**src/tmr_pkg.sv**
```systemverilog
package tmr_pkg;

	// ==========================================================
	// Register offsets on the plain register port.
	// ==========================================================
	localparam logic [3:0] OFF_PRESCALER_CONTROL = 4'h0;  // Prescaler run bit.
	localparam logic [3:0] OFF_PRESCALER_RELOAD  = 4'h1;  // Write loads prescaler and reload.
	localparam logic [3:0] OFF_TIMER1_CONTROL    = 4'h2;  // Timer 1 control.
	localparam logic [3:0] OFF_TIMER2_CONTROL    = 4'h3;  // Timer 2 control.
	localparam logic [3:0] OFF_PIN0_CONFIG       = 4'h4;  // Counter pin 0 configuration.
	localparam logic [3:0] OFF_PIN1_CONFIG       = 4'h5;  // Counter pin 1 configuration.
	localparam logic [3:0] OFF_INTERRUPT_CONTROL = 4'h6;  // Interrupt control.
	localparam logic [3:0] OFF_TIMER1_COUNT      = 4'h7;  // Write loads counter and low reload.
	localparam logic [3:0] OFF_TIMER1_HIGH       = 4'h8;  // Timer 1 high reload.
	localparam logic [3:0] OFF_TIMER1_COPY       = 4'h9;  // Write copies low reload to counter.
	localparam logic [3:0] OFF_TIMER2_COUNT      = 4'ha;  // Write loads counter and low reload.
	localparam logic [3:0] OFF_TIMER2_HIGH       = 4'hb;  // Timer 2 high reload.
	localparam logic [3:0] OFF_TIMER2_COPY       = 4'hc;  // Write copies low reload to counter.
	localparam logic [3:0] OFF_FLAGS             = 4'hd;  // Request flags, write 1 to clear.

	// ==========================================================
	// Field positions.
	// ==========================================================
	localparam int BIT_RUN      = 0;  // Prescaler run bit.
	localparam int BIT_T_RUN    = 2;  // Timer run bit.
	localparam int BIT_T_PWM    = 3;  // Timer PWM enable bit.
	localparam int BIT_P_EDGE   = 0;  // Pin edge select, 1 rising.
	localparam int BIT_P_SYNC   = 1;  // Start sync or period count.
	localparam int BIT_P_AUTO   = 2;  // Auto stop or output gating.
	localparam int BIT_P_OUT    = 3;  // Pin output enable.
	localparam int BIT_I_T1PIN  = 0;  // Pin control of timer 1.
	localparam int BIT_I_EDGE   = 2;  // Interrupt pin edge, 1 rising.
	localparam int BIT_I_PINEN  = 3;  // Interrupt pin input enable.

	// ==========================================================
	// Reset values and source codes.
	// ==========================================================
	localparam logic [3:0] RST_CTRL  = 4'h0;   // Control reset value.
	localparam logic [7:0] RST_COUNT = 8'hff;  // Counter and reload reset value.
	localparam logic [1:0] SRC_A     = 2'h0;   // Chained source.
	localparam logic [1:0] SRC_PRE   = 2'h1;   // Prescaler output.
	localparam logic [1:0] SRC_PIN   = 2'h2;   // Counter pin input.
	localparam logic [1:0] SRC_CLK   = 2'h3;   // Free clock.

endpackage

```
**src/tmr_top.sv**
```systemverilog
// Chosen here: the address map and strobed register access.
`timescale 1ns/1ps
// Operation
// - Prescaler divides instruction clock by n+1.
// - Prescaler counts only while run bit set.
// - Prescaler reloads at underflow, feeds both timers.
// - Timer 1 load, high load, copy, read.
// - Timer 1 counts only while run bit set.
// - Timer 1 divides by n+1 or m+1.
// - Timer 1 underflow sets flag, reloads low.
// - Timer 1 PWM alternates low and high reloads.
// - First PWM drives pin 0 when enabled.
// - Timer 1 control write waits out high.
// - Interrupt pin edge sets start sync latch.
// - Start latch cleared by control, reset, autostop.
// - Auto stop halts timer 1 at underflow.
// - Timer 2 offers same counter operations.
// - Timer 2 counts only while run bit set.
// - Timer 2 underflow sets flag, reloads low.
// - Timer 2 PWM alternates low and high reloads.
// - Second PWM drives pin 1 when enabled.
// - Timer 1 underflow toggles pin 1 gating.
// - Interrupt pin edges toggle timer 2 gate.
// - Pin edges feed the other timer.
// - Timer 1 source field encoding.
// - Timer 2 source field encoding.
// - Edge bit zero falling, one rising.
// - Request flags clear on service.

module tmr_top (
	input  wire logic       ref_clk,
	input  wire logic       nrst,
	input  wire logic [3:0] addr,
	input  wire logic [7:0] wdata,
	input  wire logic       wr_stb,
	input  wire logic       rd_stb,
	output logic      [7:0] rdata,
	input  wire logic       instruction_clock,
	input  wire logic       osc_clock,
	input  wire logic       int_pin,
	input  wire logic       counter_pin_0_in,
	input  wire logic       counter_pin_1_in,
	output logic            counter_pin_0_out,
	output logic            counter_pin_0_oe,
	output logic            counter_pin_1_out,
	output logic            counter_pin_1_oe,
	output logic            timer1_request_flag,
	output logic            timer2_request_flag
);

	// ==========================================================
	// State record.
	// ==========================================================
	typedef struct packed {
		logic       pre_run;      // Prescaler run bit.
		logic [7:0] pre_cnt;      // Prescaler count.
		logic [7:0] pre_rld;      // Prescaler reload.
		logic       pre_out;      // Prescaler output pulse.
		logic [3:0] t1_ctl;       // Timer 1 control.
		logic [3:0] t1_pend;      // Deferred timer 1 control.
		logic       t1_pv;        // Deferred write pending.
		logic [3:0] t2_ctl;       // Timer 2 control.
		logic [3:0] t2_pend;      // Deferred timer 2 control.
		logic       t2_pv;        // Deferred write pending.
		logic [3:0] p0_cfg;       // Pin 0 configuration.
		logic [3:0] p1_cfg;       // Pin 1 configuration.
		logic [3:0] int_ctl;      // Interrupt control.
		logic [7:0] t1_cnt;       // Timer 1 count.
		logic [7:0] t1_lo;        // Timer 1 low reload.
		logic [7:0] t1_hi;        // Timer 1 high reload.
		logic       t1_pwm;       // First PWM waveform.
		logic [7:0] t2_cnt;       // Timer 2 count.
		logic [7:0] t2_lo;        // Timer 2 low reload.
		logic [7:0] t2_hi;        // Timer 2 high reload.
		logic       t2_pwm;       // Second PWM waveform.
		logic       t2_rise;      // Second PWM rising pulse.
		logic       t1_udf;       // Timer 1 underflow pulse.
		logic       sync_latch;   // Start synchronisation latch.
		logic       per_gate;     // Period count gate.
		logic       out_gate;     // Pin 1 output gating.
		logic [2:0] s_inst;       // Instruction clock synchroniser.
		logic [2:0] s_osc;        // Oscillator synchroniser.
		logic [2:0] s_int;        // Interrupt pin synchroniser.
		logic [2:0] s_p0;         // Pin 0 synchroniser.
		logic [2:0] s_p1;         // Pin 1 synchroniser.
		logic       l_inst;       // Agreed instruction clock level.
		logic       l_osc;        // Agreed oscillator level.
		logic       l_int;        // Agreed interrupt pin level.
		logic       l_p0;         // Agreed pin 0 level.
		logic       l_p1;         // Agreed pin 1 level.
		logic       f1;           // Timer 1 request flag.
		logic       f2;           // Timer 2 request flag.
		logic [7:0] rd;           // Read data.
		logic       p0o;          // Pin 0 output.
		logic       p0e;          // Pin 0 enable.
		logic       p1o;          // Pin 1 output.
		logic       p1e;          // Pin 1 enable.
	} state_s;

	state_s st_q;  // Registered state.
	state_s st_d;  // Next state.

	// ==========================================================
	// Next state logic.
	// ==========================================================
	// Counting advances on one-cycle enables from the edges, except timer 2 source 3, which counts every cycle.
	always_comb begin
		logic inst_rise;   // Instruction clock rising edge.
		logic osc_rise;    // Oscillator rising edge.
		logic int_edge;    // Valid interrupt pin edge.
		logic p0_edge;     // Counted pin 0 edge.
		logic p1_edge;     // Counted pin 1 edge.
		logic pre_tick;    // Prescaler count pulse.
		logic src1;        // Timer 1 selected source pulse.
		logic src2;        // Timer 2 selected source pulse.
		logic cnt1;        // Timer 1 count enable.
		logic cnt2;        // Timer 2 count enable.
		logic udf1;        // Timer 1 underflow now.
		logic udf2;        // Timer 2 underflow now.
		inst_rise = 1'b0;
		osc_rise  = 1'b0;
		int_edge  = 1'b0;
		p0_edge   = 1'b0;
		p1_edge   = 1'b0;
		pre_tick  = 1'b0;
		src1      = 1'b0;
		src2      = 1'b0;
		cnt1      = 1'b0;
		cnt2      = 1'b0;
		udf1      = 1'b0;
		udf2      = 1'b0;
		st_d      = st_q;

		// Three-stage synchronisers; a level counts once stages two and three agree.
		st_d.s_inst = {st_q.s_inst[1:0], instruction_clock};
		st_d.s_osc  = {st_q.s_osc[1:0], osc_clock};
		st_d.s_int  = {st_q.s_int[1:0], int_pin};
		st_d.s_p0   = {st_q.s_p0[1:0], counter_pin_0_in};
		st_d.s_p1   = {st_q.s_p1[1:0], counter_pin_1_in};
		if (st_q.s_inst[1] == st_q.s_inst[2]) begin
			st_d.l_inst = st_q.s_inst[2];
		end
		if (st_q.s_osc[1] == st_q.s_osc[2]) begin
			st_d.l_osc = st_q.s_osc[2];
		end
		if (st_q.s_int[1] == st_q.s_int[2]) begin
			st_d.l_int = st_q.s_int[2];
		end
		if (st_q.s_p0[1] == st_q.s_p0[2]) begin
			st_d.l_p0 = st_q.s_p0[2];
		end
		if (st_q.s_p1[1] == st_q.s_p1[2]) begin
			st_d.l_p1 = st_q.s_p1[2];
		end
		inst_rise = st_d.l_inst & ~st_q.l_inst;
		osc_rise  = st_d.l_osc & ~st_q.l_osc;
		int_edge  = st_q.int_ctl[tmr_pkg::BIT_I_PINEN] &
			(st_d.l_int != st_q.l_int) &
			(st_d.l_int == st_q.int_ctl[tmr_pkg::BIT_I_EDGE]);
		p0_edge = (st_d.l_p0 != st_q.l_p0) &
			(st_d.l_p0 == st_q.p0_cfg[tmr_pkg::BIT_P_EDGE]);
		p1_edge = (st_d.l_p1 != st_q.l_p1) &
			(st_d.l_p1 == st_q.p1_cfg[tmr_pkg::BIT_P_EDGE]);

		pre_tick = st_q.pre_run & inst_rise;
		st_d.pre_out = 1'b0;
		if (pre_tick) begin
			if (st_q.pre_cnt == 8'h00) begin
				st_d.pre_cnt = st_q.pre_rld;
				st_d.pre_out = 1'b1;
			end else begin
				st_d.pre_cnt = st_q.pre_cnt - 8'h01;
			end
		end

		case (st_q.t1_ctl[1:0])
			tmr_pkg::SRC_A:   src1 = st_q.t2_rise;
			tmr_pkg::SRC_PRE: src1 = st_q.pre_out;
			tmr_pkg::SRC_PIN: src1 = p1_edge;
			default:          src1 = osc_rise;
		endcase
		case (st_q.t2_ctl[1:0])
			tmr_pkg::SRC_A:   src2 = st_q.t1_udf;
			tmr_pkg::SRC_PRE: src2 = st_q.pre_out;
			tmr_pkg::SRC_PIN: src2 = p0_edge;
			default:          src2 = 1'b1;
		endcase

		if (st_q.int_ctl[tmr_pkg::BIT_I_T1PIN] & st_q.p0_cfg[tmr_pkg::BIT_P_SYNC]) begin
			cnt1 = src1 & st_q.t1_ctl[tmr_pkg::BIT_T_RUN] & st_q.sync_latch;
		end else begin
			cnt1 = src1 & st_q.t1_ctl[tmr_pkg::BIT_T_RUN];
		end
		if (st_q.p1_cfg[tmr_pkg::BIT_P_SYNC]) begin
			cnt2 = src2 & st_q.t2_ctl[tmr_pkg::BIT_T_RUN] & st_q.per_gate;
		end else begin
			cnt2 = src2 & st_q.t2_ctl[tmr_pkg::BIT_T_RUN];
		end

		udf1 = cnt1 & (st_q.t1_cnt == 8'h00);
		st_d.t1_udf = udf1;
		if (cnt1) begin
			if (udf1) begin
				if (st_q.t1_ctl[tmr_pkg::BIT_T_PWM] & ~st_q.t1_pwm) begin
					st_d.t1_cnt = st_q.t1_hi;
					st_d.t1_pwm = 1'b1;
				end else begin
					st_d.t1_cnt = st_q.t1_lo;
					st_d.t1_pwm = 1'b0;
				end
			end else begin
				st_d.t1_cnt = st_q.t1_cnt - 8'h01;
			end
		end
		udf2 = cnt2 & (st_q.t2_cnt == 8'h00);
		if (cnt2) begin
			if (udf2) begin
				if (st_q.t2_ctl[tmr_pkg::BIT_T_PWM] & ~st_q.t2_pwm) begin
					st_d.t2_cnt = st_q.t2_hi;
					st_d.t2_pwm = 1'b1;
				end else begin
					st_d.t2_cnt = st_q.t2_lo;
					st_d.t2_pwm = 1'b0;
				end
			end else begin
				st_d.t2_cnt = st_q.t2_cnt - 8'h01;
			end
		end

		// Pulse on each rise of the second PWM, a timer 1 source.
		st_d.t2_rise = st_d.t2_pwm & ~st_q.t2_pwm;

		if (st_q.t1_pv & ~st_d.t1_pwm) begin
			st_d.t1_ctl = st_q.t1_pend;
			st_d.t1_pv  = 1'b0;
		end
		if (st_q.t2_pv & ~st_d.t2_pwm) begin
			st_d.t2_ctl = st_q.t2_pend;
			st_d.t2_pv  = 1'b0;
		end

		if (~st_q.int_ctl[tmr_pkg::BIT_I_T1PIN]) begin
			st_d.sync_latch = 1'b0;
		end else if (udf1 & st_q.p0_cfg[tmr_pkg::BIT_P_AUTO] &
				st_q.p0_cfg[tmr_pkg::BIT_P_SYNC]) begin
			st_d.sync_latch = 1'b0;
		end else if (int_edge & st_q.p0_cfg[tmr_pkg::BIT_P_SYNC]) begin
			st_d.sync_latch = 1'b1;
		end
		if (~st_q.int_ctl[tmr_pkg::BIT_I_PINEN]) begin
			st_d.per_gate = 1'b0;
		end else if (int_edge) begin
			st_d.per_gate = ~st_q.per_gate;
		end
		if (~st_q.t1_ctl[tmr_pkg::BIT_T_RUN]) begin
			st_d.out_gate = 1'b0;
		end else if (udf1) begin
			st_d.out_gate = ~st_q.out_gate;
		end

		if (wr_stb && addr == tmr_pkg::OFF_FLAGS) begin
			st_d.f1 = st_q.f1 & ~wdata[0];
			st_d.f2 = st_q.f2 & ~wdata[1];
		end
		if (udf1) begin
			st_d.f1 = 1'b1;
		end
		if (udf2) begin
			st_d.f2 = 1'b1;
		end

		if (wr_stb) begin
			if (addr == tmr_pkg::OFF_PRESCALER_CONTROL) begin
				st_d.pre_run = wdata[tmr_pkg::BIT_RUN];
				if (~wdata[tmr_pkg::BIT_RUN]) begin
					st_d.pre_cnt = st_q.pre_rld;
				end
			end else if (addr == tmr_pkg::OFF_PRESCALER_RELOAD) begin
				st_d.pre_cnt = wdata;
				st_d.pre_rld = wdata;
			end else if (addr == tmr_pkg::OFF_TIMER1_CONTROL) begin
				if (st_d.t1_pwm) begin
					st_d.t1_pend = wdata[3:0];
					st_d.t1_pv   = 1'b1;
				end else begin
					st_d.t1_ctl = wdata[3:0];
				end
			end else if (addr == tmr_pkg::OFF_TIMER2_CONTROL) begin
				if (st_d.t2_pwm) begin
					st_d.t2_pend = wdata[3:0];
					st_d.t2_pv   = 1'b1;
				end else begin
					st_d.t2_ctl = wdata[3:0];
				end
			end else if (addr == tmr_pkg::OFF_PIN0_CONFIG) begin
				st_d.p0_cfg = wdata[3:0];
			end else if (addr == tmr_pkg::OFF_PIN1_CONFIG) begin
				st_d.p1_cfg = wdata[3:0];
			end else if (addr == tmr_pkg::OFF_INTERRUPT_CONTROL) begin
				st_d.int_ctl = wdata[3:0];
			end else if (addr == tmr_pkg::OFF_TIMER1_COUNT) begin
				st_d.t1_cnt = wdata;
				st_d.t1_lo  = wdata;
			end else if (addr == tmr_pkg::OFF_TIMER1_HIGH) begin
				st_d.t1_hi = wdata;
			end else if (addr == tmr_pkg::OFF_TIMER1_COPY) begin
				st_d.t1_cnt = st_q.t1_lo;
			end else if (addr == tmr_pkg::OFF_TIMER2_COUNT) begin
				st_d.t2_cnt = wdata;
				st_d.t2_lo  = wdata;
			end else if (addr == tmr_pkg::OFF_TIMER2_HIGH) begin
				st_d.t2_hi = wdata;
			end else if (addr == tmr_pkg::OFF_TIMER2_COPY) begin
				st_d.t2_cnt = st_q.t2_lo;
			end
		end

		// Read data holds only in the cycle after the strobe.
		st_d.rd = 8'h00;
		if (rd_stb) begin
			if (addr == tmr_pkg::OFF_PRESCALER_CONTROL) begin
				st_d.rd = {7'h00, st_q.pre_run};
			end else if (addr == tmr_pkg::OFF_PRESCALER_RELOAD) begin
				st_d.rd = st_q.pre_rld;
			end else if (addr == tmr_pkg::OFF_TIMER1_CONTROL) begin
				st_d.rd = {4'h0, st_q.t1_ctl};
			end else if (addr == tmr_pkg::OFF_TIMER2_CONTROL) begin
				st_d.rd = {4'h0, st_q.t2_ctl};
			end else if (addr == tmr_pkg::OFF_PIN0_CONFIG) begin
				st_d.rd = {4'h0, st_q.p0_cfg};
			end else if (addr == tmr_pkg::OFF_PIN1_CONFIG) begin
				st_d.rd = {4'h0, st_q.p1_cfg};
			end else if (addr == tmr_pkg::OFF_INTERRUPT_CONTROL) begin
				st_d.rd = {4'h0, st_q.int_ctl};
			end else if (addr == tmr_pkg::OFF_TIMER1_COUNT) begin
				st_d.rd = st_q.t1_cnt;
			end else if (addr == tmr_pkg::OFF_TIMER2_COUNT) begin
				st_d.rd = st_q.t2_cnt;
			end else if (addr == tmr_pkg::OFF_FLAGS) begin
				st_d.rd = {6'h00, st_q.f2, st_q.f1};
			end
		end

		st_d.p0e = st_q.p0_cfg[tmr_pkg::BIT_P_OUT];
		st_d.p0o = st_q.p0_cfg[tmr_pkg::BIT_P_OUT] & st_q.t1_pwm;
		st_d.p1e = st_q.p1_cfg[tmr_pkg::BIT_P_OUT];
		st_d.p1o = st_q.p1_cfg[tmr_pkg::BIT_P_OUT] & st_q.t2_pwm &
			(~st_q.p1_cfg[tmr_pkg::BIT_P_AUTO] | st_q.out_gate);
	end

	// ==========================================================
	// State register.
	// ==========================================================
	// Every field resets to a constant.
	always_ff @(posedge ref_clk or negedge nrst) begin
		if (!nrst) begin
			st_q         <= '0;
			st_q.pre_cnt <= tmr_pkg::RST_COUNT;
			st_q.pre_rld <= tmr_pkg::RST_COUNT;
			st_q.t1_cnt  <= tmr_pkg::RST_COUNT;
			st_q.t1_lo   <= tmr_pkg::RST_COUNT;
			st_q.t1_hi   <= tmr_pkg::RST_COUNT;
			st_q.t2_cnt  <= tmr_pkg::RST_COUNT;
			st_q.t2_lo   <= tmr_pkg::RST_COUNT;
			st_q.t2_hi   <= tmr_pkg::RST_COUNT;
			st_q.t1_ctl  <= tmr_pkg::RST_CTRL;
			st_q.t2_ctl  <= tmr_pkg::RST_CTRL;
		end else begin
			st_q <= st_d;
		end
	end

	// Outputs come straight from state flip-flops.
	assign rdata               = st_q.rd;
	assign counter_pin_0_out   = st_q.p0o;
	assign counter_pin_0_oe    = st_q.p0e;
	assign counter_pin_1_out   = st_q.p1o;
	assign counter_pin_1_oe    = st_q.p1e;
	assign timer1_request_flag = st_q.f1;
	assign timer2_request_flag = st_q.f2;
endmodule // tmr_top

```
**config.mk**
```make
export PLATFORM = sky130hd
export DESIGN_NAME = tmr_top
export DESIGN_NICKNAME = d
export VERILOG_FILES = /design/src/tmr_pkg.sv /design/src/tmr_top.sv
export SDC_FILE = /design/constraint.sdc
export NUM_CORES = 1
export LEC_CHECK = 0
export BUFFER_PORTS_ARGS = -buffer_cell sky130_fd_sc_hd__buf_2
export CAP_MARGIN = 20
export CORE_UTILIZATION = 40
export CTS_CLUSTER_DIAMETER = 40
export DETAILED_ROUTE_END_ITERATION = 7
export HOLD_SLACK_MARGIN = 0.03
export SYNTH_ARGS = -nofsm -noshare
export SYNTH_HDL_FRONTEND = slang
export SYNTH_SLANG_ARGS = --single-unit
```
**constraint.sdc**
```tcl
create_clock -name ref_clk -period 2.5 [get_ports ref_clk]
set_input_delay 0.25 -clock ref_clk [delete_from_list [all_inputs] [get_ports ref_clk]]
set_output_delay 0.25 -clock ref_clk [all_outputs]
set_load 0.05 [all_outputs]
```
=== Yosys cells after proc, flatten, opt, wreduce, memory -nomap -nowiden ===
Cells that the tools add are included.

* Flip-flop bits (word level): 137
* Latch bits: 0
* Bits in writable memories: 0
* Memory bits (read-only): 0
* Input port bits: 21
* Output and inout port bits: 14
* Logic and storage cells: 242
* Memories: 0

* Add/sub/neg operators: 3
* $mul: 0
* Divide/modulo/power cells: 0
* Order comparisons: 0
* Eq/ne operators: 31
* Shift operators: 0
* Muxes and demuxes: 95
* Bitwise gates (word level): 50
* Reductions and logical operators: 20

{| class="wikitable"
|+ Operators by type and width
! cell !! number
|-
| 24-bit two-way mux || 12
|-
| 8-bit two-way mux || 33
|-
| 54-bit two-way mux || 3
|-
| 45-bit two-way mux || 1
|-
| 36-bit two-way mux || 1
|-
| 16-bit two-way mux || 2
|-
| 32-bit two-way mux || 1
|-
| 28-bit two-way mux || 1
|-
| 4-bit two-way mux || 7
|-
| 1-bit AND || 27
|-
| 1-bit two-way mux || 26
|-
| 4-bit == test, second input constant || 6
|-
| 8-bit zero test || 3
|-
| 8-bit by 1-bit subtractor with 8-bit output, second input constant || 3
|-
| 1-bit NOT || 22
|-
| 9-bit two-way mux || 2
|-
| 4-bit by 3-bit == test with 1-bit output, second input constant || 4
|-
| 13-bit AND reduction || 1
|-
| 12-bit AND reduction || 1
|-
| 6-bit AND reduction || 2
|-
| 5-bit two-way mux || 2
|-
| 10-bit AND reduction || 1
|-
| 9-bit AND reduction || 1
|-
| 1-bit == test || 8
|-
| 19 further kinds || 29
|}

=== Longest topological paths before layout ===
* Word-level depth: 25
* Mapped depth: 9
* Depth with buffers taken out: 8

=== Worst setup path after synthesis ===
OpenSTA, ideal clock, no wires.

* Kind: flip-flop to flip-flop
* Start: reg st_q[82] in the netlist's numbering
* End: reg st_q[111] in the netlist's numbering
* Setup time: 0.125 ns
* Arrival: 2.102 ns
* Data required time: 2.375 ns
* Setup slack: 0.273 ns
* Stages on the path, launching flop included: 9
* Buffers on the path: 0
* Clock period less this slack: 2.227 ns
* Cell sequence: dfstp_2 inv_1 ha_1 or4b_4 nor2b_1 o211a_2 mux2i_1 nor2_4 mux2_2

* Longest elaborated chain between the ends: 5

{| class="wikitable"
|+ Ends and longest elaborated chain
! item !! RTL line !! RTL
|-
| start, declared || tmr_top.sv:100 || <nowiki>state_s st_q;</nowiki>
|-
| start signal, assigned || tmr_top.sv:369 || <nowiki>st_q <= st_d;</nowiki>
|-
| 8-bit zero test || tmr_top.sv:200 || <nowiki>udf1 = cnt1 & (st_q.t1_cnt == 8'h00);</nowiki>
|-
| 1-bit AND || tmr_top.sv:200 ||
|-
| 1-bit two-way mux || tmr_top.sv:203 || <nowiki>if (udf1) begin</nowiki>
|-
| 1-bit two-way mux || tmr_top.sv:202 || <nowiki>if (cnt1) begin</nowiki>
|-
| 5-bit AND reduction (no source line) || -- ||
|}

Every way passes these cells.
A chain may end at the register's enable or synchronous reset.

=== Worst setup path in the final report ===
* Start: reg st_q[82] in the netlist's numbering
* End: reg st_q[113] in the netlist's numbering

The elaborated chain is that of the path after synthesis.

==> results.py <==
metrics = {
    "yosys": {
        "synth.top_cell.area_share": 0.261,
        "ys_ff_latch": 137,
        "yosys.area.top_type": "dfrtp_1",
        "synth-edff-count": 0,
        "yosysSeqAreaShare": 0.501,
        "postSynth.asyncResetShare": 1.00,
        "ys_types": 72,
        "synth.area.top_cells": "dfrtp_1, dfstp_2, mux2_2",
        "synth-main-ff-cell": "dfrtp_1",
        "synth.most_common_cell": "dfrtp_1",
        "ys_warn_count": 0,
        "synth_common_cells": "dfrtp_1, mux2_2, dfstp_2",
        "synthesis.area_um2": 7000,
        "synth_area_per_cell_um2": 10.8,
        "postSynthCellCount": 650,
        "synth.net_count": 675,
    },
    "setup_path": {
        "slowest_stage": "or4b_4",
        "r2r_start": "st_q[82]$_DFF_PN1_",
        "worstPathArrival_ns": 2.66,
        "cp-startpoint": "st_q[82]$_DFF_PN1_",
        "reg2reg_slack_ns": 0.14,
        "crit_required_ns": 2.80,
        "endpoint_kind": "register",
        "critical_path.cell_chain": "inv_1 -> ha_1 -> or4b_4 -> nor2b_1 -> o211a_2 -> mux2i_2 -> nor2_4 -> mux2_2",
        "worstSetupEndpoint": "st_q[113]$_DFFE_PN0P_",
        "crit_type": "register to register",
        "cpPeakStageDelay_ns": 0.50,
        "reg2reg_depth": 8,
        "worstPathMaxFanout": 4,
        "r2r_end": "st_q[113]$_DFFE_PN0P_",
        "start_kind": "register",
    },
    "cts": {
        "cts-root-buf": "clkbuf_16",
        "clockBufferDepth": 2,
        "htree_num_levels": 4,
        "cts_tree": "yes",
        "clkTransAtPathRegs_ns": 0.06,
        "clock_sinks": 137,
        "clock_latency_ns": 0.42,
        "cts_setup_buffers": 0,
        "cts_made_buffers": 17,
    },
    "floorplan": {
        "dieArea_um2": 18000,
        "fp.dieH_um": 134,
        "die_w_um": 134,
        "fp.coreArea_um2": 17200,
        "rows": 48,
        "start_util": 0.407,
        "pin_count": 35,
    },
    "sta": {
        "finalHoldViolations": 0,
        "grt_setup_unrepaired": "no",
        "fmaxAchievable_ghz": 0.424,
        "fin_crit_sh": 0.944,
        "tns_ns": 0,
        "finalSetupViolations": 0,
        "final_max_slew_viol_count": 0,
        "relSlewSlack": 0.515,
        "fin_skew_ns": 0.0134,
        "min_period_ns": 2.36,
        "tightestPinTransition_ns": 0.725,
    },
    "placement": {
        "dpl.hpwl_mm": 12.8,
        "port-buffer-count": 34,
        "place_congestion": 0.898,
        "place_area_um2": 7490,
    },
    "hold_path": {
        "min_from": "rd_stb",
        "min_path_type": "input pin to register",
    },
    "power": {
        "peakVddDrop_v": 0.000497,
        "p_int_mw": 5.54,
        "combPwrFrac": 0.243,
        "p_sw_frac": 0.319,
        "p_leak_nw": 3.38,
        "seqPwrFrac": 0.428,
        "p_switching_mw": 2.59,
        "power.share.clock": 0.329,
        "power.density_nw_per_um2": 991,
    },
    "route": {
        "wire_per_inst_um": 19.6,
        "wl_mm": 18.5,
        "vias_per_cell": 5.80,
        "drc": 0,
        "detail-route-antenna-nets": 0,
        "first_pass_iters": 6,
        "wl_met1_mm": 8.23,
        "initialDrtViolationCount": 484,
        "wl_met2_mm": 8.66,
        "wl_met3_mm": 1.19,
        "highest_layer": "met4",
        "num_vias": 5460,
    },
    "layout": {
        "multi_input_area_um2": 3240,
        "final_cell_area_um2": 8200,
        "drive_above_1_share": 0.335,
        "seq_area_um2": 3510,
        "syn2layout_area_growth_pct": 17.2,
        "num-fill-cells": 1597,
        "final_nets": 726,
    },
    "global_routing": {
        "antenna_found_initial": 3,
        "grt_remaining_overflow": 0,
        "grt_max_degree": 68,
        "grt_pass1_wl_mm": 29.8,
        "first_global_vias": 5460,
        "track_usage": 0.218,
    },
    "run_status": {
        "status": "finished, final reports clean",
    },
    "job": {
        "drv_cap": 0,
    },
}
## power by group through the flow
stage | sequential, mW | combinational, mW | clock [mW]
2_1_floorplan | 3.35 | 1.42 | 0
3_3_place_gp | 3.47 | 1.89 | 0
3_5_place_dp | 3.49 | 1.93 | 0
4_1_cts | 3.47 | 1.96 | 2.72
5_1_grt | 3.56 | 2.18 | 2.80
6_report | 3.48 | 1.97 | 2.67
## repair_timing
action,in CTS,in global routing
gates resized for setup,0,3
hold buffers,6,0
hold endpoints to repair,61,0
setup endpoints to repair,0,12
## layout make-up
type | count | area share
Timing Repair Buffer | 67 | 0.0551
Clock inverter | 14 | 0.0238
Multi-Input combinational cell | 455 | 0.395
Inverter | 23 | 0.0105
Clock buffer | 18 | 0.0523
Tap cell | 225 | 0.0343
Sequential cell | 137 | 0.428
Antenna cell | 3 | 0.000915
## kinds of logic after synthesis
| family | synth area share |
|---|---|
| flops | 0.501 |
| buf+inv | 0.0381 |
| mux | 0.133 |
| simple gates | 0.133 |
| compound gates | 0.179 |
| xor+xnor | 0.00125 |
| fa+ha+maj | 0.0143 |
## metrics by stage
stage          hold WS [ns]  setup WS [ns]  utilization  total power, mW  std cells
6_report              0.132          0.141        0.478             8.13        942
5_1_grt               0.139         0.0115        0.477             8.54        941
4_1_cts               0.118         0.0908        0.476             8.14        939
3_5_place_dp          0.291         0.0921        0.436             5.43        901
3_3_place_gp          0.286          0.153        0.436             5.36        901
2_1_floorplan       -0.0456          0.273            -             4.77        650
## registers in the layout, summed over array words and instances, names as in the netlist
| register | flops |
|---|---|
| rdata | 8 |
| counter_pin_0_oe | 1 |
| counter_pin_1_out | 1 |
| timer2_request_flag | 1 |
| timer1_request_flag | 1 |
| st_d | 12 |
| counter_pin_1_oe | 1 |
| st_q | 111 |
| counter_pin_0_out | 1 |
## routing by layer
layer  global-route usage  up-vias
met2                0.339      198
met4               0.0805        0
met3               0.0590       27
li1                     -     2513
met1                0.290     2722
met5                    0        -
## worst min path at each step
stage / to / cells after the start
after floorplan: counter_pin_0_oe$_DFF_PN0_ / 0
after global placement: st_d[23]$_DFF_PN0_ / 1
after detailed placement: st_d[23]$_DFF_PN0_ / 1
after CTS: rdata[0]$_DFF_PN0_ / 2
after global routing: rdata[0]$_DFF_PN0_ / 2
final: rdata[0]$_DFF_PN0_ / 2
## worst max-delay path, delay by kind of cell (launching register included)
kind,cells,cell delay (ns)
AOI/OAI and AO/OA,1,0.23
muxes,2,0.62
and+or+nand+nor,3,0.76
buffers and inverters,1,0.06
DFF,1,0.37
adders and majority gates,1,0.19
## cell usage in the layout, fill, tap and decap left out, types with 5 or more instances in the layout
cell / count
buf_4: 26
o21ai_0: 35
a211oi_1: 5
nor2b_1: 11
nor2_1: 42
a22oi_1: 31
inv_1: 23
nand2_1: 49
clkbuf_16: 17
mux2i_1: 16
o22ai_1: 27
dfrtp_1: 73
and3_1: 5
buf_2: 33
maj3_1: 5
dlygate4sd3_1: 6
dfstp_2: 64
a31oi_1: 9
a21oi_1: 37
nor3_1: 9
mux2_2: 65
nand3_1: 5
nand2b_1: 7
a2bb2oi_1: 7
a21o_1: 5
o21a_1: 6
and2_1: 5
Power figures use the tool's default switching activity.
